[src/eos_params.svh]
// ----------------------------------------------------------------
// constants of the emergency override supervisor
// ----------------------------------------------------------------
// What this block does
// [RULE_01] enter override when the assigned override input goes to zero
// [RULE_02] on entry raise the override alarm and show override in mode status
// [RULE_03] operator key clears the alarm; mode status keeps showing override
// [RULE_04] override digital output is active while override is in effect
// [RULE_05] during override every stop command, general enable too, is ignored
// [RULE_06] overvoltage and overcurrent faults still act and may auto-reset
// [RULE_07] override configuration resets to 0; 0 is off, 3 is reserved
// [RULE_08] configuration 1 raises the alarm, reference and control unchanged
// [RULE_09] configuration 2 forces speed reference to the maximum frequency limit
// [RULE_10] configuration 4 disables output pulses so the motor coasts
// [RULE_11] auto-reset field 0: critical faults reset only as general setting allows
// [RULE_12] auto-reset field 1: critical fault resets one second after detection
// [RULE_13] control option word is four bits, 0h to Fh, one option per bit
// [RULE_14] bit 0 clear turns slip compensation off while regenerating
// [RULE_15] software keeps bit 1 dead-time compensation set except maintenance
// [RULE_16] bit 2 set enables closed-loop output current stabilisation
// [RULE_17] bit 3 lowers switching frequency from alarm to fault temperature
// [RULE_18] current-reading frequency reduction wins over thermal reduction
// [RULE_19] override input is synchronised before use
// assumes: included by the package and the modules, definitions only
`ifndef EOS_PARAMS_SVH
`define EOS_PARAMS_SVH

// ----------------------------------------------------------------
// register map, byte addresses
// ----------------------------------------------------------------
`define EOS_ADDR_OVR_CFG 8'h00
`define EOS_ADDR_OVR_ARS 8'h04
`define EOS_ADDR_CTRL_OPT 8'h08
`define EOS_ADDR_STATUS 8'h0C
`define EOS_RST_OVR_CFG 16'h0000
`define EOS_RST_OVR_ARS 16'h0000
`define EOS_RST_CTRL_OPT 4'hB
// only the override input resets high: a reset must never read as an opened contact
`define EOS_PIN_RST_VAL 4'h1

// ----------------------------------------------------------------
// field values
// ----------------------------------------------------------------
`define EOS_CFG_OFF 16'h0000
`define EOS_CFG_ALARM 16'h0001
`define EOS_CFG_MAXREF 16'h0002
`define EOS_CFG_RESERVED 16'h0003
`define EOS_CFG_COAST 16'h0004
`define EOS_ARS_UNLIMITED 16'h0001
`define EOS_OPT_SLIP 0
`define EOS_OPT_DEADTIME 1
`define EOS_OPT_STAB 2
`define EOS_OPT_THERMAL 3
`define EOS_MODE_READY 4'h0
`define EOS_MODE_RUN 4'h1
`define EOS_MODE_FAULT 4'h2
`define EOS_MODE_OVERRIDE 4'h3

// ----------------------------------------------------------------
// timing
// ----------------------------------------------------------------
`define EOS_CLK_MHZ 250
`define EOS_AUTORESET_MS 1000
`define EOS_AUTORESET_CYCLES (`EOS_AUTORESET_MS * 1000 * `EOS_CLK_MHZ)
`define EOS_TMR_W 28
`define EOS_SYNC_W 4

`endif

[src/eos_pkg.sv]
// types of the emergency override supervisor
// assumes: eos_params.svh on the include path
`include "eos_params.svh"
package eos_pkg;

  typedef enum logic [3:0] {
    EOS_MODE_READY = 4'b0000,
    EOS_MODE_RUN = 4'b0001,
    EOS_MODE_FAULT = 4'b0010,
    EOS_MODE_OVERRIDE = 4'b0011
  } eos_mode_e;

  typedef struct packed {
    logic [`EOS_SYNC_W-1:0] stage1;
    logic [`EOS_SYNC_W-1:0] stage2;
  } eos_sync_s;

  typedef struct packed {
    logic [`EOS_TMR_W-1:0] count;
    logic done;
  } eos_timer_s;

  typedef struct packed {
    logic [15:0] ovr_cfg;
    logic [15:0] ovr_ars;
    logic [3:0] ctrl_opt;
    logic override;
    logic alarm;
    logic fault;
    logic run;
    logic key_q;
    eos_mode_e mode;
    logic [15:0] speed;
    logic [7:0] swf;
    logic dph_wr;
    logic dph_rd;
    logic rd_wait;
    logic [7:0] addr;
    logic [31:0] hrdata;
  } eos_state_s;

endpackage

[src/eos_sync.sv]
// two-stage synchroniser for the pin inputs
// assumes: inputs asynchronous to i_clk_sys
`timescale 1ns/1ps
`include "eos_params.svh"
module eos_sync
  import eos_pkg::*;
(
  input wire logic i_clk_sys,
  input wire logic i_reset,
  input wire logic [`EOS_SYNC_W-1:0] i_async,
  input wire logic [`EOS_SYNC_W-1:0] i_rst_val,
  output logic [`EOS_SYNC_W-1:0] o_sync
);
  eos_sync_s st;
  eos_sync_s next_st;

  always_comb
  begin
    next_st.stage1 = i_async;
    next_st.stage2 = st.stage1;
  end

  // reset value of the pins is a constant at each instance
  always_ff @(posedge i_clk_sys)
  begin
    if (i_reset)
    begin
      st.stage1 <= i_rst_val;
      st.stage2 <= i_rst_val;
    end
    else
    begin
      st <= next_st;
    end
  end

  assign o_sync = st.stage2;
endmodule // eos_sync

[src/eos_autoreset.sv]
// delay timer for unlimited auto-reset of critical faults
// assumes: i_arm held high while a fault waits for its reset
`timescale 1ns/1ps
`include "eos_params.svh"
module eos_autoreset
  import eos_pkg::*;
#(
  parameter logic [`EOS_TMR_W-1:0] CYCLES = `EOS_TMR_W'(`EOS_AUTORESET_CYCLES)
)
(
  input wire logic i_clk_sys,
  input wire logic i_reset,
  input wire logic i_arm,
  output logic o_done
);
  eos_timer_s st;
  eos_timer_s next_st;

  always_comb
  begin
    next_st.done = 1'b0;
    next_st.count = '0;
    if (i_arm && !st.done)
    begin
      if (st.count == CYCLES - `EOS_TMR_W'(1))
      begin
        next_st.done = 1'b1; // [RULE_12]
      end
      else
      begin
        next_st.count = st.count + `EOS_TMR_W'(1);
      end
    end
  end

  always_ff @(posedge i_clk_sys)
  begin
    if (i_reset)
    begin
      st <= '0;
    end
    else
    begin
      st <= next_st;
    end
  end

  assign o_done = st.done;
endmodule // eos_autoreset

[src/eos_supervisor.sv]
// emergency override supervisor of the motor drive, with AHB-Lite registers
// assumes: one slave on the bus, hready is this hreadyout; fault and
// frequency inputs come from logic on i_clk_sys, keypad and DI pins do not
//
// The AHB-Lite register port and the placing of the registers were left to the implementer.
`timescale 1ns/1ps
`include "eos_params.svh"
module eos_supervisor
  import eos_pkg::*;
#(
  parameter logic [`EOS_TMR_W-1:0] AUTORESET_CYCLES = `EOS_TMR_W'(`EOS_AUTORESET_CYCLES)
)
(
  input wire logic i_clk_sys,
  input wire logic i_reset,
  // ahb-lite slave
  input wire logic i_hsel,
  input wire logic [31:0] i_haddr,
  input wire logic [1:0] i_htrans,
  input wire logic i_hwrite,
  input wire logic [2:0] i_hsize,
  input wire logic [31:0] i_hwdata,
  input wire logic i_hready,
  output logic o_hreadyout,
  output logic o_hresp,
  output logic [31:0] o_hrdata,
  // pins
  input wire logic i_override_digital_input,
  input wire logic i_operator_key,
  input wire logic i_general_enable,
  input wire logic i_run_command,
  // drive logic on the same clock
  input wire logic i_dc_link_overvoltage_fault,
  input wire logic i_overcurrent_short_fault,
  input wire logic i_other_fault,
  input wire logic i_fault_reset,
  input wire logic i_general_autoreset_setting,
  input wire logic i_regenerating,
  input wire logic [15:0] i_speed_reference,
  input wire logic [15:0] i_maximum_frequency_limit,
  input wire logic [7:0] i_switching_frequency_setting,
  input wire logic [7:0] i_minimum_switching_frequency,
  input wire logic [7:0] i_temperature,
  input wire logic [7:0] i_overtemperature_alarm,
  input wire logic [7:0] i_overtemperature_fault,
  input wire logic i_current_read_freq_reduction,
  input wire logic [7:0] i_current_read_frequency,
  // outputs
  output logic o_override_alarm,
  output logic o_override_digital_output,
  output logic [3:0] o_operating_mode_status,
  output logic o_fault_active,
  output logic o_fault_autoreset,
  output logic o_run_enable,
  output logic o_pulse_enable,
  output logic [15:0] o_speed_reference,
  output logic [7:0] o_switching_frequency,
  output logic o_slip_comp_enable,
  output logic o_dead_time_comp_enable,
  output logic o_current_stab_enable
);
  // ----------------------------------------------------------------
  // helpers
  // ----------------------------------------------------------------
  // configuration values 0, 3 and anything above 4 leave the function off
  function automatic logic cfg_active(input logic [15:0] cfg);
    cfg_active = (cfg == `EOS_CFG_ALARM) || (cfg == `EOS_CFG_MAXREF) ||
      (cfg == `EOS_CFG_COAST);
  endfunction

  // linear fall from the set frequency at alarm level to the minimum at fault level
  function automatic logic [7:0] thermal_freq(input logic [7:0] fset,
    input logic [7:0] fmin, input logic [7:0] t, input logic [7:0] ta,
    input logic [7:0] tf);
    logic [15:0] span;
    span = 16'((fset - fmin) * (t - ta));
    if (t <= ta || tf <= ta || fset <= fmin)
      thermal_freq = fset;
    else if (t >= tf)
      thermal_freq = fmin;
    else
      thermal_freq = fset - 8'(span / {8'h00, tf - ta});
  endfunction

  function automatic eos_mode_e mode_of(input logic ovr, input logic flt,
    input logic run);
    if (ovr)
      mode_of = EOS_MODE_OVERRIDE;
    else if (flt)
      mode_of = EOS_MODE_FAULT;
    else if (run)
      mode_of = EOS_MODE_RUN;
    else
      mode_of = EOS_MODE_READY;
  endfunction

  // ----------------------------------------------------------------
  // pin synchronisers
  // ----------------------------------------------------------------
  logic [`EOS_SYNC_W-1:0] pins_s;
  logic ovr_in_s;
  logic key_s;
  logic gen_en_s;
  logic run_cmd_s;

  // input resets high so a reset never looks like an opened contact
  eos_sync u_sync (
    .i_clk_sys(i_clk_sys),
    .i_reset(i_reset),
    .i_async({i_run_command, i_general_enable, i_operator_key,
      i_override_digital_input}),
    .i_rst_val(`EOS_PIN_RST_VAL),
    .o_sync(pins_s)
  ); // [RULE_19]

  assign ovr_in_s = pins_s[0];
  assign key_s = pins_s[1];
  assign gen_en_s = pins_s[2];
  assign run_cmd_s = pins_s[3];

  // ----------------------------------------------------------------
  // state and auto-reset timer
  // ----------------------------------------------------------------
  eos_state_s st;
  eos_state_s next_st;
  logic ar_done;
  logic ar_arm;
  logic ovr_req;
  logic key_edge;
  logic crit;
  logic flt_set;
  logic flt_clr;
  logic acc;

  assign ar_arm = st.override && st.fault && (st.ovr_ars == `EOS_ARS_UNLIMITED);

  eos_autoreset #(.CYCLES(AUTORESET_CYCLES)) u_autoreset (
    .i_clk_sys(i_clk_sys),
    .i_reset(i_reset),
    .i_arm(ar_arm),
    .o_done(ar_done)
  );

  always_comb
  begin
    next_st = st;
    ovr_req = cfg_active(st.ovr_cfg) && !ovr_in_s; // [RULE_01] [RULE_07]
    key_edge = key_s && !st.key_q;
    crit = i_dc_link_overvoltage_fault || i_overcurrent_short_fault;
    next_st.key_q = key_s;
    next_st.override = ovr_req;
    // entry sets the alarm even if the key is pressed in the same cycle
    if (ovr_req && !st.override)
      next_st.alarm = 1'b1; // [RULE_02]
    else if (!ovr_req || key_edge)
      next_st.alarm = 1'b0; // [RULE_03]
    // other faults are inhibited during override, critical ones are not
    flt_set = crit || (i_other_fault && !st.override); // [RULE_06]
    if (st.override && st.ovr_ars == `EOS_ARS_UNLIMITED)
      flt_clr = ar_done; // [RULE_12]
    else if (st.override)
      flt_clr = i_general_autoreset_setting; // [RULE_11]
    else
      flt_clr = i_general_autoreset_setting || i_fault_reset;
    next_st.fault = flt_set || (st.fault && !flt_clr);
    // stop and general disable cannot drop run while in override
    if (ovr_req)
      next_st.run = st.run || run_cmd_s || (st.ovr_cfg == `EOS_CFG_MAXREF); // [RULE_05]
    else
      next_st.run = run_cmd_s && gen_en_s && !next_st.fault;
    next_st.mode = mode_of(next_st.override, next_st.fault, next_st.run); // [RULE_02]
    if (ovr_req && st.ovr_cfg == `EOS_CFG_MAXREF)
      next_st.speed = i_maximum_frequency_limit; // [RULE_09]
    else
      next_st.speed = i_speed_reference; // [RULE_08]
    if (i_current_read_freq_reduction)
      next_st.swf = i_current_read_frequency; // [RULE_18]
    else if (st.ctrl_opt[`EOS_OPT_THERMAL])
      next_st.swf = thermal_freq(i_switching_frequency_setting,
        i_minimum_switching_frequency, i_temperature, i_overtemperature_alarm,
        i_overtemperature_fault); // [RULE_17]
    else
      next_st.swf = i_switching_frequency_setting;
    // ------------------------------------------------------------
    // ahb-lite slave: writes zero wait, reads one wait state so a
    // read right after a write sees the new value
    // ------------------------------------------------------------
    if (st.dph_wr)
    begin
      case (st.addr)
        `EOS_ADDR_OVR_CFG: next_st.ovr_cfg = i_hwdata[15:0];
        `EOS_ADDR_OVR_ARS: next_st.ovr_ars = i_hwdata[15:0];
        `EOS_ADDR_CTRL_OPT: next_st.ctrl_opt = i_hwdata[3:0]; // [RULE_13]
        default: next_st.ovr_cfg = st.ovr_cfg;
      endcase
    end
    if (st.dph_rd && st.rd_wait)
    begin
      case (st.addr)
        `EOS_ADDR_OVR_CFG: next_st.hrdata = {16'h0000, st.ovr_cfg};
        `EOS_ADDR_OVR_ARS: next_st.hrdata = {16'h0000, st.ovr_ars};
        `EOS_ADDR_CTRL_OPT: next_st.hrdata = {28'h0000000, st.ctrl_opt};
        `EOS_ADDR_STATUS: next_st.hrdata = {24'h000000, ar_arm, st.fault,
          st.override, st.alarm, st.mode};
        default: next_st.hrdata = 32'h00000000;
      endcase
    end
    next_st.rd_wait = 1'b0;
    acc = i_hsel && i_hready && i_htrans[1];
    if (o_hreadyout)
    begin
      next_st.dph_wr = acc && i_hwrite;
      next_st.dph_rd = acc && !i_hwrite;
      next_st.rd_wait = acc && !i_hwrite;
      if (acc)
        next_st.addr = {i_haddr[7:2], 2'b00};
    end
  end

  always_ff @(posedge i_clk_sys)
  begin
    if (i_reset)
    begin
      st <= '0;
      st.ovr_cfg <= `EOS_RST_OVR_CFG; // [RULE_07]
      st.ovr_ars <= `EOS_RST_OVR_ARS;
      st.ctrl_opt <= `EOS_RST_CTRL_OPT;
      st.key_q <= 1'b1;
      st.mode <= EOS_MODE_READY;
    end
    else
    begin
      st <= next_st;
    end
  end

  // ----------------------------------------------------------------
  // outputs
  // ----------------------------------------------------------------
  assign o_hreadyout = !(st.dph_rd && st.rd_wait);
  assign o_hresp = 1'b0;
  assign o_hrdata = st.hrdata;
  assign o_override_alarm = st.alarm;
  assign o_override_digital_output = st.override; // [RULE_04]
  assign o_operating_mode_status = st.mode;
  assign o_fault_active = st.fault;
  assign o_fault_autoreset = ar_done;
  assign o_run_enable = st.run;
  assign o_pulse_enable = st.run && !st.fault &&
    !(st.override && st.ovr_cfg == `EOS_CFG_COAST); // [RULE_10]
  assign o_speed_reference = st.speed;
  assign o_switching_frequency = st.swf;
  assign o_slip_comp_enable = !(i_regenerating && !st.ctrl_opt[`EOS_OPT_SLIP]); // [RULE_14]
  assign o_dead_time_comp_enable = st.ctrl_opt[`EOS_OPT_DEADTIME]; // [RULE_15]
  assign o_current_stab_enable = st.ctrl_opt[`EOS_OPT_STAB]; // [RULE_16]

  // ----------------------------------------------------------------
  // assertions
  // ----------------------------------------------------------------
  property p_enter;
    @(posedge i_clk_sys) disable iff (i_reset)
    cfg_active(st.ovr_cfg) && !ovr_in_s |=> st.override && o_override_digital_output;
  endproperty
  a_enter: assert property (p_enter) else $error("override not entered"); // [RULE_01]

  property p_entry_alarm;
    @(posedge i_clk_sys) disable iff (i_reset)
    $rose(st.override) |-> st.alarm && o_operating_mode_status == `EOS_MODE_OVERRIDE;
  endproperty
  a_entry_alarm: assert property (p_entry_alarm) else $error("entry lacks alarm"); // [RULE_02]

  property p_key_clear;
    @(posedge i_clk_sys) disable iff (i_reset)
    st.override && ovr_req && key_edge |=> !st.alarm &&
      o_operating_mode_status == `EOS_MODE_OVERRIDE;
  endproperty
  a_key_clear: assert property (p_key_clear) else $error("key did not clear alarm"); // [RULE_03]

  property p_stop_ignored;
    @(posedge i_clk_sys) disable iff (i_reset)
    st.override && st.run && ovr_req |=> st.run && st.override;
  endproperty
  a_stop_ignored: assert property (p_stop_ignored) else $error("stop acted in override"); // [RULE_05]

  property p_off_cfg;
    @(posedge i_clk_sys) disable iff (i_reset)
    !cfg_active(st.ovr_cfg) |=> !st.override;
  endproperty
  a_off_cfg: assert property (p_off_cfg) else $error("override with inactive cfg"); // [RULE_07]

  property p_maxref;
    @(posedge i_clk_sys) disable iff (i_reset)
    ovr_req && st.ovr_cfg == `EOS_CFG_MAXREF |=>
      o_speed_reference == $past(i_maximum_frequency_limit);
  endproperty
  a_maxref: assert property (p_maxref) else $error("speed not forced to max"); // [RULE_09]

  property p_coast;
    @(posedge i_clk_sys) disable iff (i_reset)
    st.override && st.ovr_cfg == `EOS_CFG_COAST |-> !o_pulse_enable;
  endproperty
  a_coast: assert property (p_coast) else $error("pulses on in coast override"); // [RULE_10]

  property p_crit_fault;
    @(posedge i_clk_sys) disable iff (i_reset)
    i_overcurrent_short_fault |=> o_fault_active && !o_pulse_enable;
  endproperty
  a_crit_fault: assert property (p_crit_fault) else $error("critical fault ignored"); // [RULE_06]

  property p_unlimited;
    @(posedge i_clk_sys) disable iff (i_reset)
    ar_done && st.override && !crit |=> !st.fault;
  endproperty
  a_unlimited: assert property (p_unlimited) else $error("auto-reset did not clear"); // [RULE_12]

  property p_limited;
    @(posedge i_clk_sys) disable iff (i_reset)
    st.override && st.fault && st.ovr_ars != `EOS_ARS_UNLIMITED &&
      !i_general_autoreset_setting |=> st.fault;
  endproperty
  a_limited: assert property (p_limited) else $error("fault cleared without permission"); // [RULE_11]

  property p_slip;
    @(posedge i_clk_sys) disable iff (i_reset)
    i_regenerating && !st.ctrl_opt[`EOS_OPT_SLIP] |-> !o_slip_comp_enable;
  endproperty
  a_slip: assert property (p_slip) else $error("slip comp on in regeneration"); // [RULE_14]

  property p_priority;
    @(posedge i_clk_sys) disable iff (i_reset)
    i_current_read_freq_reduction |=> o_switching_frequency == $past(i_current_read_frequency);
  endproperty
  a_priority: assert property (p_priority) else $error("thermal beat current reading"); // [RULE_18]
endmodule // eos_supervisor

[config.mk]
export PLATFORM = sky130hd
export DESIGN_NAME = eos_supervisor
export DESIGN_NICKNAME = d
export VERILOG_FILES = /design/src/eos_pkg.sv /design/src/eos_sync.sv /design/src/eos_autoreset.sv /design/src/eos_supervisor.sv
export VERILOG_INCLUDE_DIRS = /design/src /design/src/src
export SDC_FILE = /design/constraint.sdc
export NUM_CORES = 1
export LEC_CHECK = 0
export ABC_AREA = 1
export BUFFER_PORTS_ARGS = -buffer_cell sky130_fd_sc_hd__buf_2
export CAP_MARGIN = 20
export CORE_AREA = 2 2 124 246
export CTS_CLUSTER_SIZE = 12
export DETAILED_ROUTE_END_ITERATION = 16
export DIE_AREA = 0 0 126 248
export PLACE_DENSITY = 0.78
export SETUP_SLACK_MARGIN = 0.5
export SKIP_LAST_GASP = 1
export SYNTH_ARGS = -nofsm -noshare
export SYNTH_HDL_FRONTEND = slang
export SYNTH_HIERARCHICAL = 1
export SYNTH_SLANG_ARGS = --single-unit
[constraint.sdc]
create_clock -name i_clk_sys -period 37 [get_ports i_clk_sys]
set_input_delay 1.85 -clock i_clk_sys [delete_from_list [all_inputs] [get_ports i_clk_sys]]
set_output_delay 1.85 -clock i_clk_sys [all_outputs]
set_load 0.02 [all_outputs]
# Word level (Yosys, flattened, before mapping)

Cells that the tools add are included.

Bits in registers: 147
Input port bits: 165
Output and inout port bits: 71
Word-level logic and storage cells: 112

$add $sub $neg: 5
Multiply operators: 1
Div/mod/pow operators: 1
Order comparisons: 4
Equality and inequality tests: 8
Multiplexer cells: 15
Bitwise operators: 2
Reduce and logical (&&, ||, !) cells: 55

Operators by type and width:

| kind                  | count |
|---|---|
| $pmux 16 s4           | 1 |
| $eq 16x1->1 const B   | 2 |
| $mux 8                | 4 |
| $add 28x1->28 const B | 1 |
| $eq 28x28->1 const B  | 1 |
| $le 8x8->1            | 3 |
| $logic_and 1x1->1     | 21 |
| $sub 8x8->9           | 2 |
| $div 16x8->16         | 1 |
| $eq 16x2->1 const B   | 1 |
| $eq 16x3->1 const B   | 1 |
| $mul 9x9->16          | 1 |
| $mux 16               | 1 |
| $sub 8x8->8           | 2 |
| $logic_not 1->1       | 13 |
| $eq 6x2->1 const B    | 2 |
| $logic_or 1x1->1      | 11 |
| $ge 8x8->1            | 1 |
| $logic_not 8->1       | 1 |
| $reduce_and 2->1      | 4 |
| $mux 1                | 7 |
| $eq 6x1->1 const B    | 1 |
| $reduce_or 3->1       | 2 |
| $mux 2                | 2 |
| other kinds (3)       | 5 |

# Logic depth before layout (Yosys ltp)

Gate-level depths: netlist (run 1).

Word-level depth: 12
Gate-level depth with buffers: 258
Mapped depth without buffers: 249

# Hierarchy

Netlist (run 1), hierarchy kept.

Modules (own cells, without submodules):

| module         | instances | cells an instance | area each (um2) | seq. area each (um2) |
|---|---|---|---|---|
| eos_supervisor | 1         | 2,004             | 13,728.2        | 1,841.8 |
| eos_autoreset  | 1         | 251               | 1,609.0         | 580.6 |
| eos_sync       | 1         | 29                | 239.0           | 160.2 |

# Worst setup path before layout (run 1)

No wires, ideal clock.

Path type: input to register
Start: in i_temperature[0]
End: reg st, in the netlist o_switching_frequency[6]
Library setup time: 127 ps
Arrival: 35,805 ps
Required time: 36,873 ps
Setup slack: 1,067 ps
Stages on the path: 246
Buffers on the path: 9
Path through: inv_1 ha_1 fa_1 o21ai_2 xor2_1 inv_1 nor2_1 inv_1 fa_1 fa_1 inv_1 fa_1 inv_1 fa_1 inv_1 ha_1 ha_1 inv_1 [210 not listed] o21ai_0 nand2_1 a21oi_1 o21bai_1 a21o_1 a21oi_1 nand2_1 ha_1 fa_1 o21ai_0 a21oi_1 nor2_1 nor2_1 xnor2_1 o21ai_0 a21oi_1 a21oi_1 nor2_1

Word-level cells in the longest chain between the ends: 8
Elaborated cells between the ends (all ways): 12
Classes of those cells: add/sub (2); mul (1); div (1); order compare (2); mux (4); reduce/logical (2)

Ends and longest elaborated chain:

| item                 | line                  | RTL |
|---|---|---|
| from (decl)          | eos_supervisor.sv:43  | `input wire logic [7:0] i_temperature,` |
| $sub 8x8->9          | eos_supervisor.sv:76  | `span = 16'((fset - fmin) * (t - ta));` |
| $mul 9x9->16         | eos_supervisor.sv:76  |  |
| $div 16x8->16        | eos_supervisor.sv:82  | `thermal_freq = fset - 8'(span / {8'h00, tf - ta});` |
| $sub 8x8->8          | eos_supervisor.sv:82  |  |
| $mux 8               | eos_supervisor.sv:79  | `else if (t >= tf)` |
| $mux 8 *             | eos_supervisor.sv:77  | `if (t <= ta \|\| tf <= ta \|\| fset <= fmin)` |
| $mux 8 *             | eos_supervisor.sv:178 | `` else if (st.ctrl_opt[`EOS_OPT_THERMAL]) `` |
| $mux 8 *             | eos_supervisor.sv:176 | `if (i_current_read_freq_reduction)` |
| to (signal assigned) | eos_supervisor.sv:233 | `st <= next_st;` |
| to (decl)            | eos_supervisor.sv:124 | `eos_state_s st;` |

Mark *: on every way between the ends. The rest lies on a longest branch, timed or not.
A chain may end at the register's enable or synchronous reset.

# Worst setup path in the final report (run 1)

Start: in i_switching_frequency_setting[0]
End: reg st, in the netlist o_switching_frequency[6]

Word-level cells in the longest chain between the ends: 8
Elaborated cells between the ends (all ways): 10
Classes of those cells: add/sub (2); mul (1); div (1); order compare (1); mux (4); reduce/logical (1)

Ends and longest elaborated chain:

| item          | line                  | RTL |
|---|---|---|
| from (decl)   | eos_supervisor.sv:41  | `input wire logic [7:0] i_switching_frequency_setting,` |
| $sub 8x8->9   | eos_supervisor.sv:76  |  |
| $mul 9x9->16  | eos_supervisor.sv:76  |  |
| $div 16x8->16 | eos_supervisor.sv:82  |  |
| $sub 8x8->8   | eos_supervisor.sv:82  |  |
| $mux 8        | eos_supervisor.sv:79  |  |
| $mux 8 *      | eos_supervisor.sv:77  |  |
| $mux 8 *      | eos_supervisor.sv:178 |  |
| $mux 8 *      | eos_supervisor.sv:176 |  |

Marks and branches as above.

==> summary.txt, run 1 <==
Setup path
  • Worst setup startpoint: i_switching_frequency_setting[0]
  • Worst R2R Start: st[39]
  • FF-to-FF path depth: 9
  • Reg2Reg Setup Slack: 34.11 ns
  • Setup Crit Path Kind: primary input to flip-flop
  • Crit Reg-Reg Endpoint: st[100]
  • Critical Path End Type: flip-flop
  • Worst EP required: 37.31 ns
  • Crit path capture: o_switching_frequency[6]
  • Crit-path slowest cell: fa_1
  • Worst Setup Start Kind: primary input
  • Max incr delay on CP: 0.57 ns
  • CP Max Fanout: 9
  • Data arrival, critical path: 34.72 ns
  • Most frequent cell on the critical path: nand2_1

GRT
  • Initial antenna violation count: 0
  • Gr ovfl total: 0
  • Largest net degree at the start of global routing: 81
  • Vias in the first global route: 16000
  • First-pass GRT wire length: 68.8 mm
  • Total Routing Usage GR: 26.5%

Timing
  • Setup TNS: 0 ns
  • Setup skew after layout: 0.00927 ns
  • Endpoints failing hold: 0
  • Max_slew headroom: 47.1%
  • Worst slew pin tran: 0.787 ns
  • Unrepaired setup endpoints after global routing: false
  • Fin crit share: 93.0%
  • Final setup viols: 0
  • F_max: 29.1 MHz
  • Final Max Slew Viols: 0
  • Crit path time final: 34.41 ns

Synthesis
  • Largest family of logic cells by synthesized area: simple AND/OR/NAND/NOR gates
  • Cell count after synthesis: 2284
  • Post-Syn Area: 15600 µm²
  • Xor and xnor area share after synthesis: 5.45%
  • Mux cell area share after synthesis: 0%
  • Post-synthesis cell type count: 62
  • Yosys warns: 6
  • Mapped Avg Cell Area: 6.82 µm²
  • Sequential element share of the synthesized area: 16.6%
  • Post-synthesis simple-gate area fraction: 29.3%
  • Synth Register Bits: 129
  • Synth Area in Adders: 22.7%
  • Compound-Gate Fraction of Synth Area: 13.6%

Clock network
  • TritonCTS buffer count: 17
  • Htree depth: 4
  • Post-cts hold buffer count: 0
  • Latest clock arrival within the worst-skew pair: 0.42 ns
  • Worst-path clk slew: 0.06 ns
  • CTS tree: built
  • Sinks on Clock Net: 129
  • CTS Buffer Depth: 2
  • CTS root buffer: clkbuf_16

Outcome
  • Status: finished clean

Finish
  • Share of cells above drive strength 1: 22.4%
  • Layout Nets: 2953
  • Syn-to-layout area delta: 19.4%
  • Commonest non-fill, non-tap cells in the layout: 474 x nand2_1, 315 x inv_1, 258 x nor2_1, 170 x buf_2, 165 x ha_1
  • # diodes: 0
  • Fill count: 2543
  • Commonest non-fill, non-tap cell in the layout: nand2_1

Routing
  • Remaining DRCs: 0
  • Drt pass-1 iters: 5
  • DRT iter0 DRCs: 603
  • Final ANT Viol Nets: 0
  • Vias: 15700
  • Final Routed Wirelength: 42.0 mm
  • DR vias/cell: 5.37
  • Routed len/inst: 14.4 µm

Floorplan
  • Die height: 248 µm
  • Core Rows: 89
  • Initial core utilization: 53.0%
  • Die area: 31200 µm²
  • Core Footprint: 29400 µm²
  • Ports: 236
  • DIE WIDTH: 126 µm

Min path
  • Hold WC Path Type: flip-flop to flip-flop

Placed design
  • DP Wirelength: 34.2 mm
  • Port bufs: 170
  • Placer Congestion: 0.965

Run
  • Max_cap viols: 0
==> cells by family after synthesis <==
| group | count (synthesis) |
|---|---|
| AND/OR/NAND/NOR | 1018 |
| buffers and inverters | 442 |
| AO/OA/AOI/OAI | 355 |
| adder cells (fa/ha/maj) | 242 |
| flip-flops | 129 |
| XOR/XNOR | 96 |
| other | 2 |
==> per-stage QoR <==
| stage | utilization [%] | std cells | worst slack [ns] | instance area [µm²] | hold WS, ns |
|---|---|---|---|---|---|
| 2_1_floorplan | - | 2305 | 1.07 | 15700 | 0.388 |
| 3_3_place_gp | 58.4 | 2851 | 0.834 | 17200 | 0.407 |
| 3_5_place_dp | 58.4 | 2851 | -0.256 | 17200 | 0.413 |
| 4_1_cts | 60.7 | 2883 | 0.555 | 17800 | 0.425 |
| 5_1_grt | 63.3 | 2923 | 0.211 | 18600 | 0.449 |
| 6_report | 63.3 | 2923 | 2.59 | 18600 | 0.420 |
==> flip-flops by register name (all words and copies together) (netlist names) <==
signal and flops:
st 44, u_autoreset/st 28, o_hrdata 16, o_speed_reference 16, o_switching_frequency 8, u_sync/next_st 4, u_sync/o_sync 4, o_operating_mode_status 2
o_current_stab_enable 1, o_dead_time_comp_enable 1, o_fault_active 1, o_override_alarm 1, o_override_digital_output 1, o_run_enable 1, u_autoreset/o_done 1
==> cell type report <==
cell class                      instances  area [µm²]  share of cell area, %
Multi-Input combinational cell       1734       11600                   62.4
Sequential cell                       129        2580                   13.9
Timing Repair Buffer                  319        1980                   10.7
Inverter                              345        1300                   7.01
Tap cell                              364         455                   2.45
Clock buffer                           17         425                   2.29
Clock inverter                         15         241                   1.30
==> cells in the mapped netlist, drive strengths merged <==
master / n / area share (%)
nand2: 522 / 13
inv: 341 / 8.2
nor2: 291 / 7.8
ha: 175 / 14
o21ai: 161 / 5.4
dfxtp: 129 / 17
nand3: 123 / 4.9
a21oi: 95 / 3.2
buf: 71 / 3.4
fa: 67 / 8.6
xnor2: 61 / 3.4
a21o: 37 / 1.8
xor2: 35 / 2.0
clkbuf: 26 / 0.63
nand4: 23 / 1.1
o21bai: 22 / 1.1
or2: 16 / 0.64
nor3: 14 / 0.45
nor4: 10 / 0.40
a22oi: 9 / 0.43
and2: 9 / 0.38
o21a: 7 / 0.34
nand3b: 6 / 0.29
clkinv: 4 / 0.096
o22ai: 4 / 0.16
a211oi: 3 / 0.18
a221oi: 3 / 0.17
o211ai: 3 / 0.14
a31o: 2 / 0.11
conb: 2 / 0.048
nor3b: 2 / 0.096
o221ai: 2 / 0.11
o311ai: 2 / 0.11
o31ai: 2 / 0.096
or3: 2 / 0.080
a21boi: 1 / 0.048
a41oi: 1 / 0.056
o2111ai: 1 / 0.17
==> how the worst min path moves through the flow <==
| stage | slack [ns] | from | endpoint | cells after the start |
|---|---|---|---|---|
| after floorplan | 0.39 | u_sync/o_sync[1] | st[71] | 2 |
| after global placement | 0.41 | u_sync/next_st[0] | u_sync/o_sync[0] | 2 |
| after detailed placement | 0.41 | u_sync/next_st[2] | u_sync/o_sync[2] | 2 |
| after CTS | 0.42 | u_sync/next_st[2] | u_sync/o_sync[2] | 2 |
| after global routing | 0.45 | u_sync/next_st[2] | u_sync/o_sync[2] | 2 |
| final | 0.42 | u_sync/next_st[2] | u_sync/o_sync[2] | 2 |
==> worst max-delay path, delay by kind of cell <==
| kind | cells | cell delay (ns) |
|---|---|---|
| simple gates | 86 | 8.35 |
| xor+xnor | 2 | 0.24 |
| compound gates | 92 | 12.94 |
| fa+ha+maj | 26 | 8.36 |
| buf+inv | 37 | 2.89 |
==> metal layers <==
metal | vias up | track usage, % | routed length, µm
met5 | - | 0 | 0
met3 | 178 | 2.74 | 1370
met4 | 0 | 18.0 | 2980
li1 | 7782 | - | -
met1 | 7295 | 22.9 | 13700
met2 | 442 | 55.1 | 24000
==> repair_timing <==
item / 4_1_cts / 5_1_grt
setup endpoints to repair: 4 / 8
pin swaps: 1 / 61
buffers inserted: 0 / 40
gates resized for setup: 9 / 127
Power of run 1 is left out: the tool's default activity adds up to more than one toggle a clock period on the data nets, which glitch-free logic cannot reach.
==> run 2, diff against run 1 <==
--- a/config.mk
+++ b/config.mk
@@ -9,10 +9,10 @@
 export ABC_AREA = 1
 export BUFFER_PORTS_ARGS = -buffer_cell sky130_fd_sc_hd__buf_2
 export CAP_MARGIN = 20
-export CORE_AREA = 2 2 124 246
+export CORE_AREA = 3 3 125 247
 export CTS_CLUSTER_SIZE = 12
 export DETAILED_ROUTE_END_ITERATION = 16
-export DIE_AREA = 0 0 126 248
+export DIE_AREA = 0 0 128 250
 export PLACE_DENSITY = 0.78
 export SETUP_SLACK_MARGIN = 0.5
 export SKIP_LAST_GASP = 1
==> summary.txt, run 2 (synthesis gave the netlist of run 1 again) <==
GRT
  • Gr ovfl total: 0 (unchanged)
  • Largest net degree at the start of global routing: 81 (unchanged)
  • Initial antenna violation count: 0 (unchanged)
  • First-pass GRT wire length: 67.9 mm (-1.3%)
  • Total Routing Usage GR: 25.6% (-0.90 points)
  • Vias in the first global route: 15600 (-2.8%)

Clock network
  • Latest clock arrival within the worst-skew pair: 0.43 ns (about the same)
  • CTS tree: built
  • CTS root buffer: clkbuf_16
  • CTS Buffer Depth: 2 (unchanged)
  • Htree depth: 4 (unchanged)
  • Post-cts hold buffer count: 0 (unchanged)
  • TritonCTS buffer count: 17 (unchanged)
  • Worst-path clk slew: 0.06 ns (about the same)
  • Sinks on Clock Net: 129 (unchanged)

Placed design
  • DP Wirelength: 34.7 mm (+1.4%)
  • Placed cell area: 17100 µm² (-0.29%)
  • Placer Congestion: 0.945 (-2.1%)
  • Setup WS pre-CTS: -0.281 ns (-0.0255 ns)
  • Port bufs: 170 (unchanged)

Finish
  • Share of cells above drive strength 1: 20.7% (-1.7 points)
  • Layout Nets: 2929 (-0.81%)
  • Top reg by flops: st
  • Max FFs per register: 44 (unchanged)
  • Commonest non-fill, non-tap cells in the layout: 480 x nand2_1, 317 x inv_1, 260 x nor2_1, 171 x buf_2, 170 x ha_1
  • Commonest non-fill, non-tap cell in the layout: nand2_1
  • Syn-to-layout area delta: 17.2%
  • Design Area, Final: 18300 µm² (-1.8%)
  • # diodes: 0 (unchanged)
  • Fill count: 2647 (+4.1%)
  • Largest regs: st (44), u_autoreset/st (28)

Setup path
  • Crit. path cell count: 241 (-0.82%)
  • Most frequent cell on the critical path: nand2_1
  • FF-to-FF path depth: 9 (unchanged)
  • Max incr delay on CP: 0.58 ns (about the same)
  • Data arrival, critical path: 34.77 ns (+0.05 ns)
  • CP top delay family: compound AO/OA/AOI/OAI gates
  • Worst path bufs/invs: 35 (-5.4%)
  • Worst Setup Start Kind: primary input
  • Setup Crit Path Kind: primary input to flip-flop
  • Crit path capture: o_switching_frequency[6]
  • Worst setup startpoint: i_switching_frequency_setting[0]
  • Reg2Reg Setup Slack: 34.04 ns (-0.07 ns)
  • Crit-path slowest cell: fa_1
  • Worst EP required: 37.30 ns (about the same)
  • Crit Reg-Reg Endpoint: st[98]
  • Worst R2R Start: st[39]
  • Critical Path End Type: flip-flop
  • CP Max Fanout: 11 (+2)

Timing
  • Max_slew headroom: 49.4% (+2.3 points)
  • Setup TNS: 0 ns (unchanged)
  • Unrepaired setup endpoints after global routing: false
  • Setup skew after layout: 0.0119 ns (+0.00260 ns)
  • F_max: 29.0 MHz (-0.15%)
  • Worst slew pin tran: 0.757 ns (-0.0301 ns)
  • Final worst-path setup slack: 2.54 ns (-0.0512 ns)
  • Final Max Slew Viols: 0 (unchanged)
  • Endpoints failing hold: 0 (unchanged)
  • Fin Hold WS: 0.425 ns (+0.00462 ns)
  • Final setup viols: 0 (unchanged)
  • Fin crit share: 93.1% (+0.14 points)
  • Crit path time final: 34.46 ns (+0.0512 ns)

Routing
  • Vias: 15500 (-1.3%)
  • Final ANT Viol Nets: 0 (unchanged)
  • Final Routed Wirelength: 42.2 mm (+0.50%)
  • Remaining DRCs: 0 (unchanged)
  • Routed len/inst: 14.6 µm (+1.5%)
  • DR vias/cell: 5.35 (-0.34%)
  • DRT iter0 DRCs: 724 (+20%)
  • Drt pass-1 iters: 5 (unchanged)

Floorplan
  • Core Rows: 88 (-1.1%)
  • DIE WIDTH: 128 µm (+1.6%)
  • Initial core utilization: 53.6% (+0.60 points)
  • Core Footprint: 29100 µm² (-1.1%)
  • Ports: 236 (unchanged)
  • Die height: 250 µm (+0.81%)
  • Die area: 32000 µm² (+2.4%)

Run
  • Max_cap viols: 0 (unchanged)

Outcome
  • Status: finished clean

Min path
  • Hold WC Path Type: flip-flop to flip-flop
run 2: through the flow:
step	utilization, %	instances
6_report	62.8	2895
5_1_grt	62.8	2895
4_1_cts	61.1	2873
3_5_place_dp	58.9	2841
3_3_place_gp	58.9	2841
2_1_floorplan	-	2305
run 2: layer usage:
layer  routed length (µm)  track usage, %
met1                13800            22.8
met2                24000            51.9
met3                 1590            2.68
met4                 2720            16.4
met5                    0               0
run 2: what timing repair did:
action	4_1_cts	5_1_grt
pin swaps	1	43
endpoints found under the setup margin	4	8
hold endpoints to repair	0	0
gates cloned	0	1
buffers inserted	0	21
resized for setup	9	95
run 2: how the worst min path moves through the flow:
stage | start | endpoint | slack, ns | depth (start not counted)
2_1_floorplan | u_sync/o_sync[1] | st[71] | 0.39 | 2
3_3_place_gp | u_sync/next_st[3] | u_sync/o_sync[3] | 0.40 | 2
3_5_place_dp | u_sync/next_st[0] | u_sync/o_sync[0] | 0.41 | 2
4_1_cts | u_sync/next_st[0] | u_sync/o_sync[0] | 0.43 | 2
5_1_grt | u_sync/next_st[2] | u_sync/o_sync[2] | 0.45 | 2
6_report | u_sync/next_st[0] | u_sync/o_sync[0] | 0.42 | 2
run 2: worst reg2reg max path: cells and delay by family, from the launching register on:
kind	cells	cell delay, ns
AOI/OAI and AO/OA	2	0.38
DFF	1	0.31
buffers and inverters	4	1.08
and+or+nand+nor	3	1.05
run 2: final cells by class:
class	instances	area, µm²	area share [%]
clock inverter	13	199	1.09
multi-input combinational	1734	11500	62.9
timing repair buffer	295	1790	9.83
clock buffer	19	443	2.43
tap	360	450	2.47
inverter	345	1300	7.13
sequential	129	2580	14.1
Power of run 2 is left out for the same reason.
==> run 3, diff against run 2 <==
--- a/config.mk
+++ b/config.mk
@@ -9,14 +9,15 @@
 export ABC_AREA = 1
 export BUFFER_PORTS_ARGS = -buffer_cell sky130_fd_sc_hd__buf_2
 export CAP_MARGIN = 20
-export CORE_AREA = 3 3 125 247
+export CORE_AREA = 3 3 129 256
 export CTS_CLUSTER_SIZE = 12
 export DETAILED_ROUTE_END_ITERATION = 16
-export DIE_AREA = 0 0 128 250
-export PLACE_DENSITY = 0.78
+export DIE_AREA = 0 0 132 259
+export PLACE_DENSITY = 0.74
 export SETUP_SLACK_MARGIN = 0.5
 export SKIP_LAST_GASP = 1
 export SYNTH_ARGS = -nofsm -noshare
 export SYNTH_HDL_FRONTEND = slang
 export SYNTH_HIERARCHICAL = 1
 export SYNTH_SLANG_ARGS = --single-unit
+export TNS_END_PERCENT = 30
==> summary.txt, run 3 (synthesis gave the netlist of run 1 again) <==
Floorplan
  • Ports: 236 (unchanged)
  • Die area: 34200 µm² (+6.8%)
  • DIE WIDTH: 132 µm (+3.1%)
  • Core Footprint: 31400 µm² (+8.1%)
  • Core Rows: 92 (+4.5%)
  • Initial core utilization: 49.6% (-4.0 points)
  • Die height: 259 µm (+3.6%)

Clock network
  • TritonCTS buffer count: 17 (unchanged)
  • CTS tree: built
  • Latest clock arrival within the worst-skew pair: 0.43 ns (about the same)
  • CTS root buffer: clkbuf_16
  • Post-cts hold buffer count: 0 (unchanged)
  • Sinks on Clock Net: 129 (unchanged)
  • Worst-path clk slew: 0.06 ns (about the same)
  • CTS Buffer Depth: 2 (unchanged)
  • Htree depth: 4 (unchanged)

Routing
  • Remaining DRCs: 0 (unchanged)
  • Drt pass-1 iters: 5 (unchanged)
  • Vias: 15600 (+0.50%)
  • DR vias/cell: 5.23 (-2.2%)
  • Final ANT Viol Nets: 0 (unchanged)
  • Routed len/inst: 14.2 µm (-2.4%)
  • DRT iter0 DRCs: 685 (-5.4%)
  • Final Routed Wirelength: 42.3 mm (+0.27%)

Min path
  • Hold WC Path Type: flip-flop to flip-flop

GRT
  • Vias in the first global route: 15400 (-1.1%)
  • Total Routing Usage GR: 23.8% (-1.8 points)
  • Gr ovfl total: 0 (unchanged)
  • Initial antenna violation count: 0 (unchanged)
  • Largest net degree at the start of global routing: 81 (unchanged)
  • First-pass GRT wire length: 68.3 mm (+0.55%)

Finish
  • Share of cells above drive strength 1: 22.0% (+1.3 points)
  • Commonest non-fill, non-tap cell in the layout: nand2_1
  • Commonest non-fill, non-tap cells in the layout: 472 x nand2_1, 314 x inv_1, 259 x nor2_1, 170 x buf_2, 166 x ha_1
  • Largest regs: st (44), u_autoreset/st (28)
  • Syn-to-layout area delta: 18.5%
  • Layout Nets: 2947 (+0.61%)
  • Max FFs per register: 44 (unchanged)
  • Fill count: 2888 (+9.1%)
  • Top reg by flops: st
  • Final core occ: 58.8% (-4.0 points)
  • # diodes: 0 (unchanged)

Setup path
  • Most frequent cell on the critical path: nand2_1
  • Data arrival, critical path: 34.67 ns (-0.10 ns)
  • Crit-path slowest cell: fa_1
  • CP Max Fanout: 6 (-5)
  • Reg2Reg Setup Slack: 33.83 ns (-0.21 ns)
  • Max incr delay on CP: 0.55 ns (-0.03 ns)
  • Setup Crit Path Kind: primary input to flip-flop
  • Worst Setup Start Kind: primary input
  • Worst EP required: 37.30 ns (about the same)
  • Critical Path End Type: flip-flop

Timing
  • Max_slew headroom: 42.3% (-7.1 points)
  • Endpoints failing hold: 0 (unchanged)
  • Fin crit share: 92.9% (-0.26 points)
  • Setup skew after layout: 0.00957 ns (-0.00230 ns)
  • Final Max Slew Viols: 0 (unchanged)
  • Crit path time final: 34.37 ns (-0.0964 ns)
  • F_max: 29.1 MHz (+0.28%)
  • Worst slew pin tran: 0.862 ns (+0.106 ns)
  • Final setup viols: 0 (unchanged)

Outcome
  • Status: finished clean

Run
  • Max_cap viols: 0 (unchanged)

Placed design
  • DP Wirelength: 34.6 mm (-0.11%)
  • Placer Congestion: 0.953 (+0.89%)
  • Port bufs: 170 (unchanged)
==> run 3: cell types whose count changed in the layout (fill, tap and decap cells not counted), sizes merged <==
cell	previous run	this run
buf	295	313
clkinv	5	12
bufinv	4	0
inv	347	344
clkbuf	19	17
clkinvlp	2	3
==> run 3: metal layers <==
| metal | global-route usage, % | wire length (µm) | vias up |
|---|---|---|---|
| met4 | 14.5 | 2550 | 0 |
| met2 | 49.4 | 24300 | 439 |
| met3 | 2.85 | 1450 | 145 |
| met5 | 0 | 0 | - |
| met1 | 21.1 | 14000 | 7244 |
| li1 | - | - | 7743 |
==> run 3: area by class of cell <==
class	instances	area [µm²]	area share (%)
multi-input cells	1734	11600	62.7
flip-flops and latches	129	2580	14.0
repair buffers	313	1940	10.5
inverters	345	1310	7.08
well taps	423	529	2.87
clock buffers	17	425	2.30
clock inverters	14	109	0.590
==> run 3: worst max-delay path, delay by kind of cell <==
kind / cells / cell delay (ns)
compound gates: 96 / 13.61
simple gates: 84 / 8.13
buf+inv: 36 / 2.66
fa+ha+maj: 25 / 8.18
xor+xnor: 1 / 0.13
==> run 3: stage by stage <==
stage          setup TNS (ns)  std cells  hold slack (ns)  instance area (µm²)  setup WS (ns)
6_report                    0       2975            0.426                18500           2.63
5_1_grt               -0.0171       2975            0.465                18500        -0.0171
4_1_cts                     0       2939            0.433                17800          0.516
3_5_place_dp           -0.618       2908            0.418                17200         -0.340
3_3_place_gp                0       2908            0.408                17200          0.716
2_1_floorplan               0       2305            0.388                15700           1.07
==> run 3: repair_timing <==
action | in CTS | in global routing
gates resized for setup | 12 | 118
setup endpoints to repair | 4 | 8
cloned | 0 | 0
pin swaps | 0 | 56
setup buffers | 0 | 36
==> run 3: worst paths after layout <==
check | end | cells past startpoint | from
max | o_switching_frequency[6] | 242 | i_minimum_switching_frequency[3]
min | u_sync/o_sync[2] | 2 | u_sync/next_st[2]
max reg2reg | st[80] | 9 | st[39]
min reg2reg | u_sync/o_sync[2] | 2 | u_sync/next_st[2]
Power of run 3 is left out for the same reason.
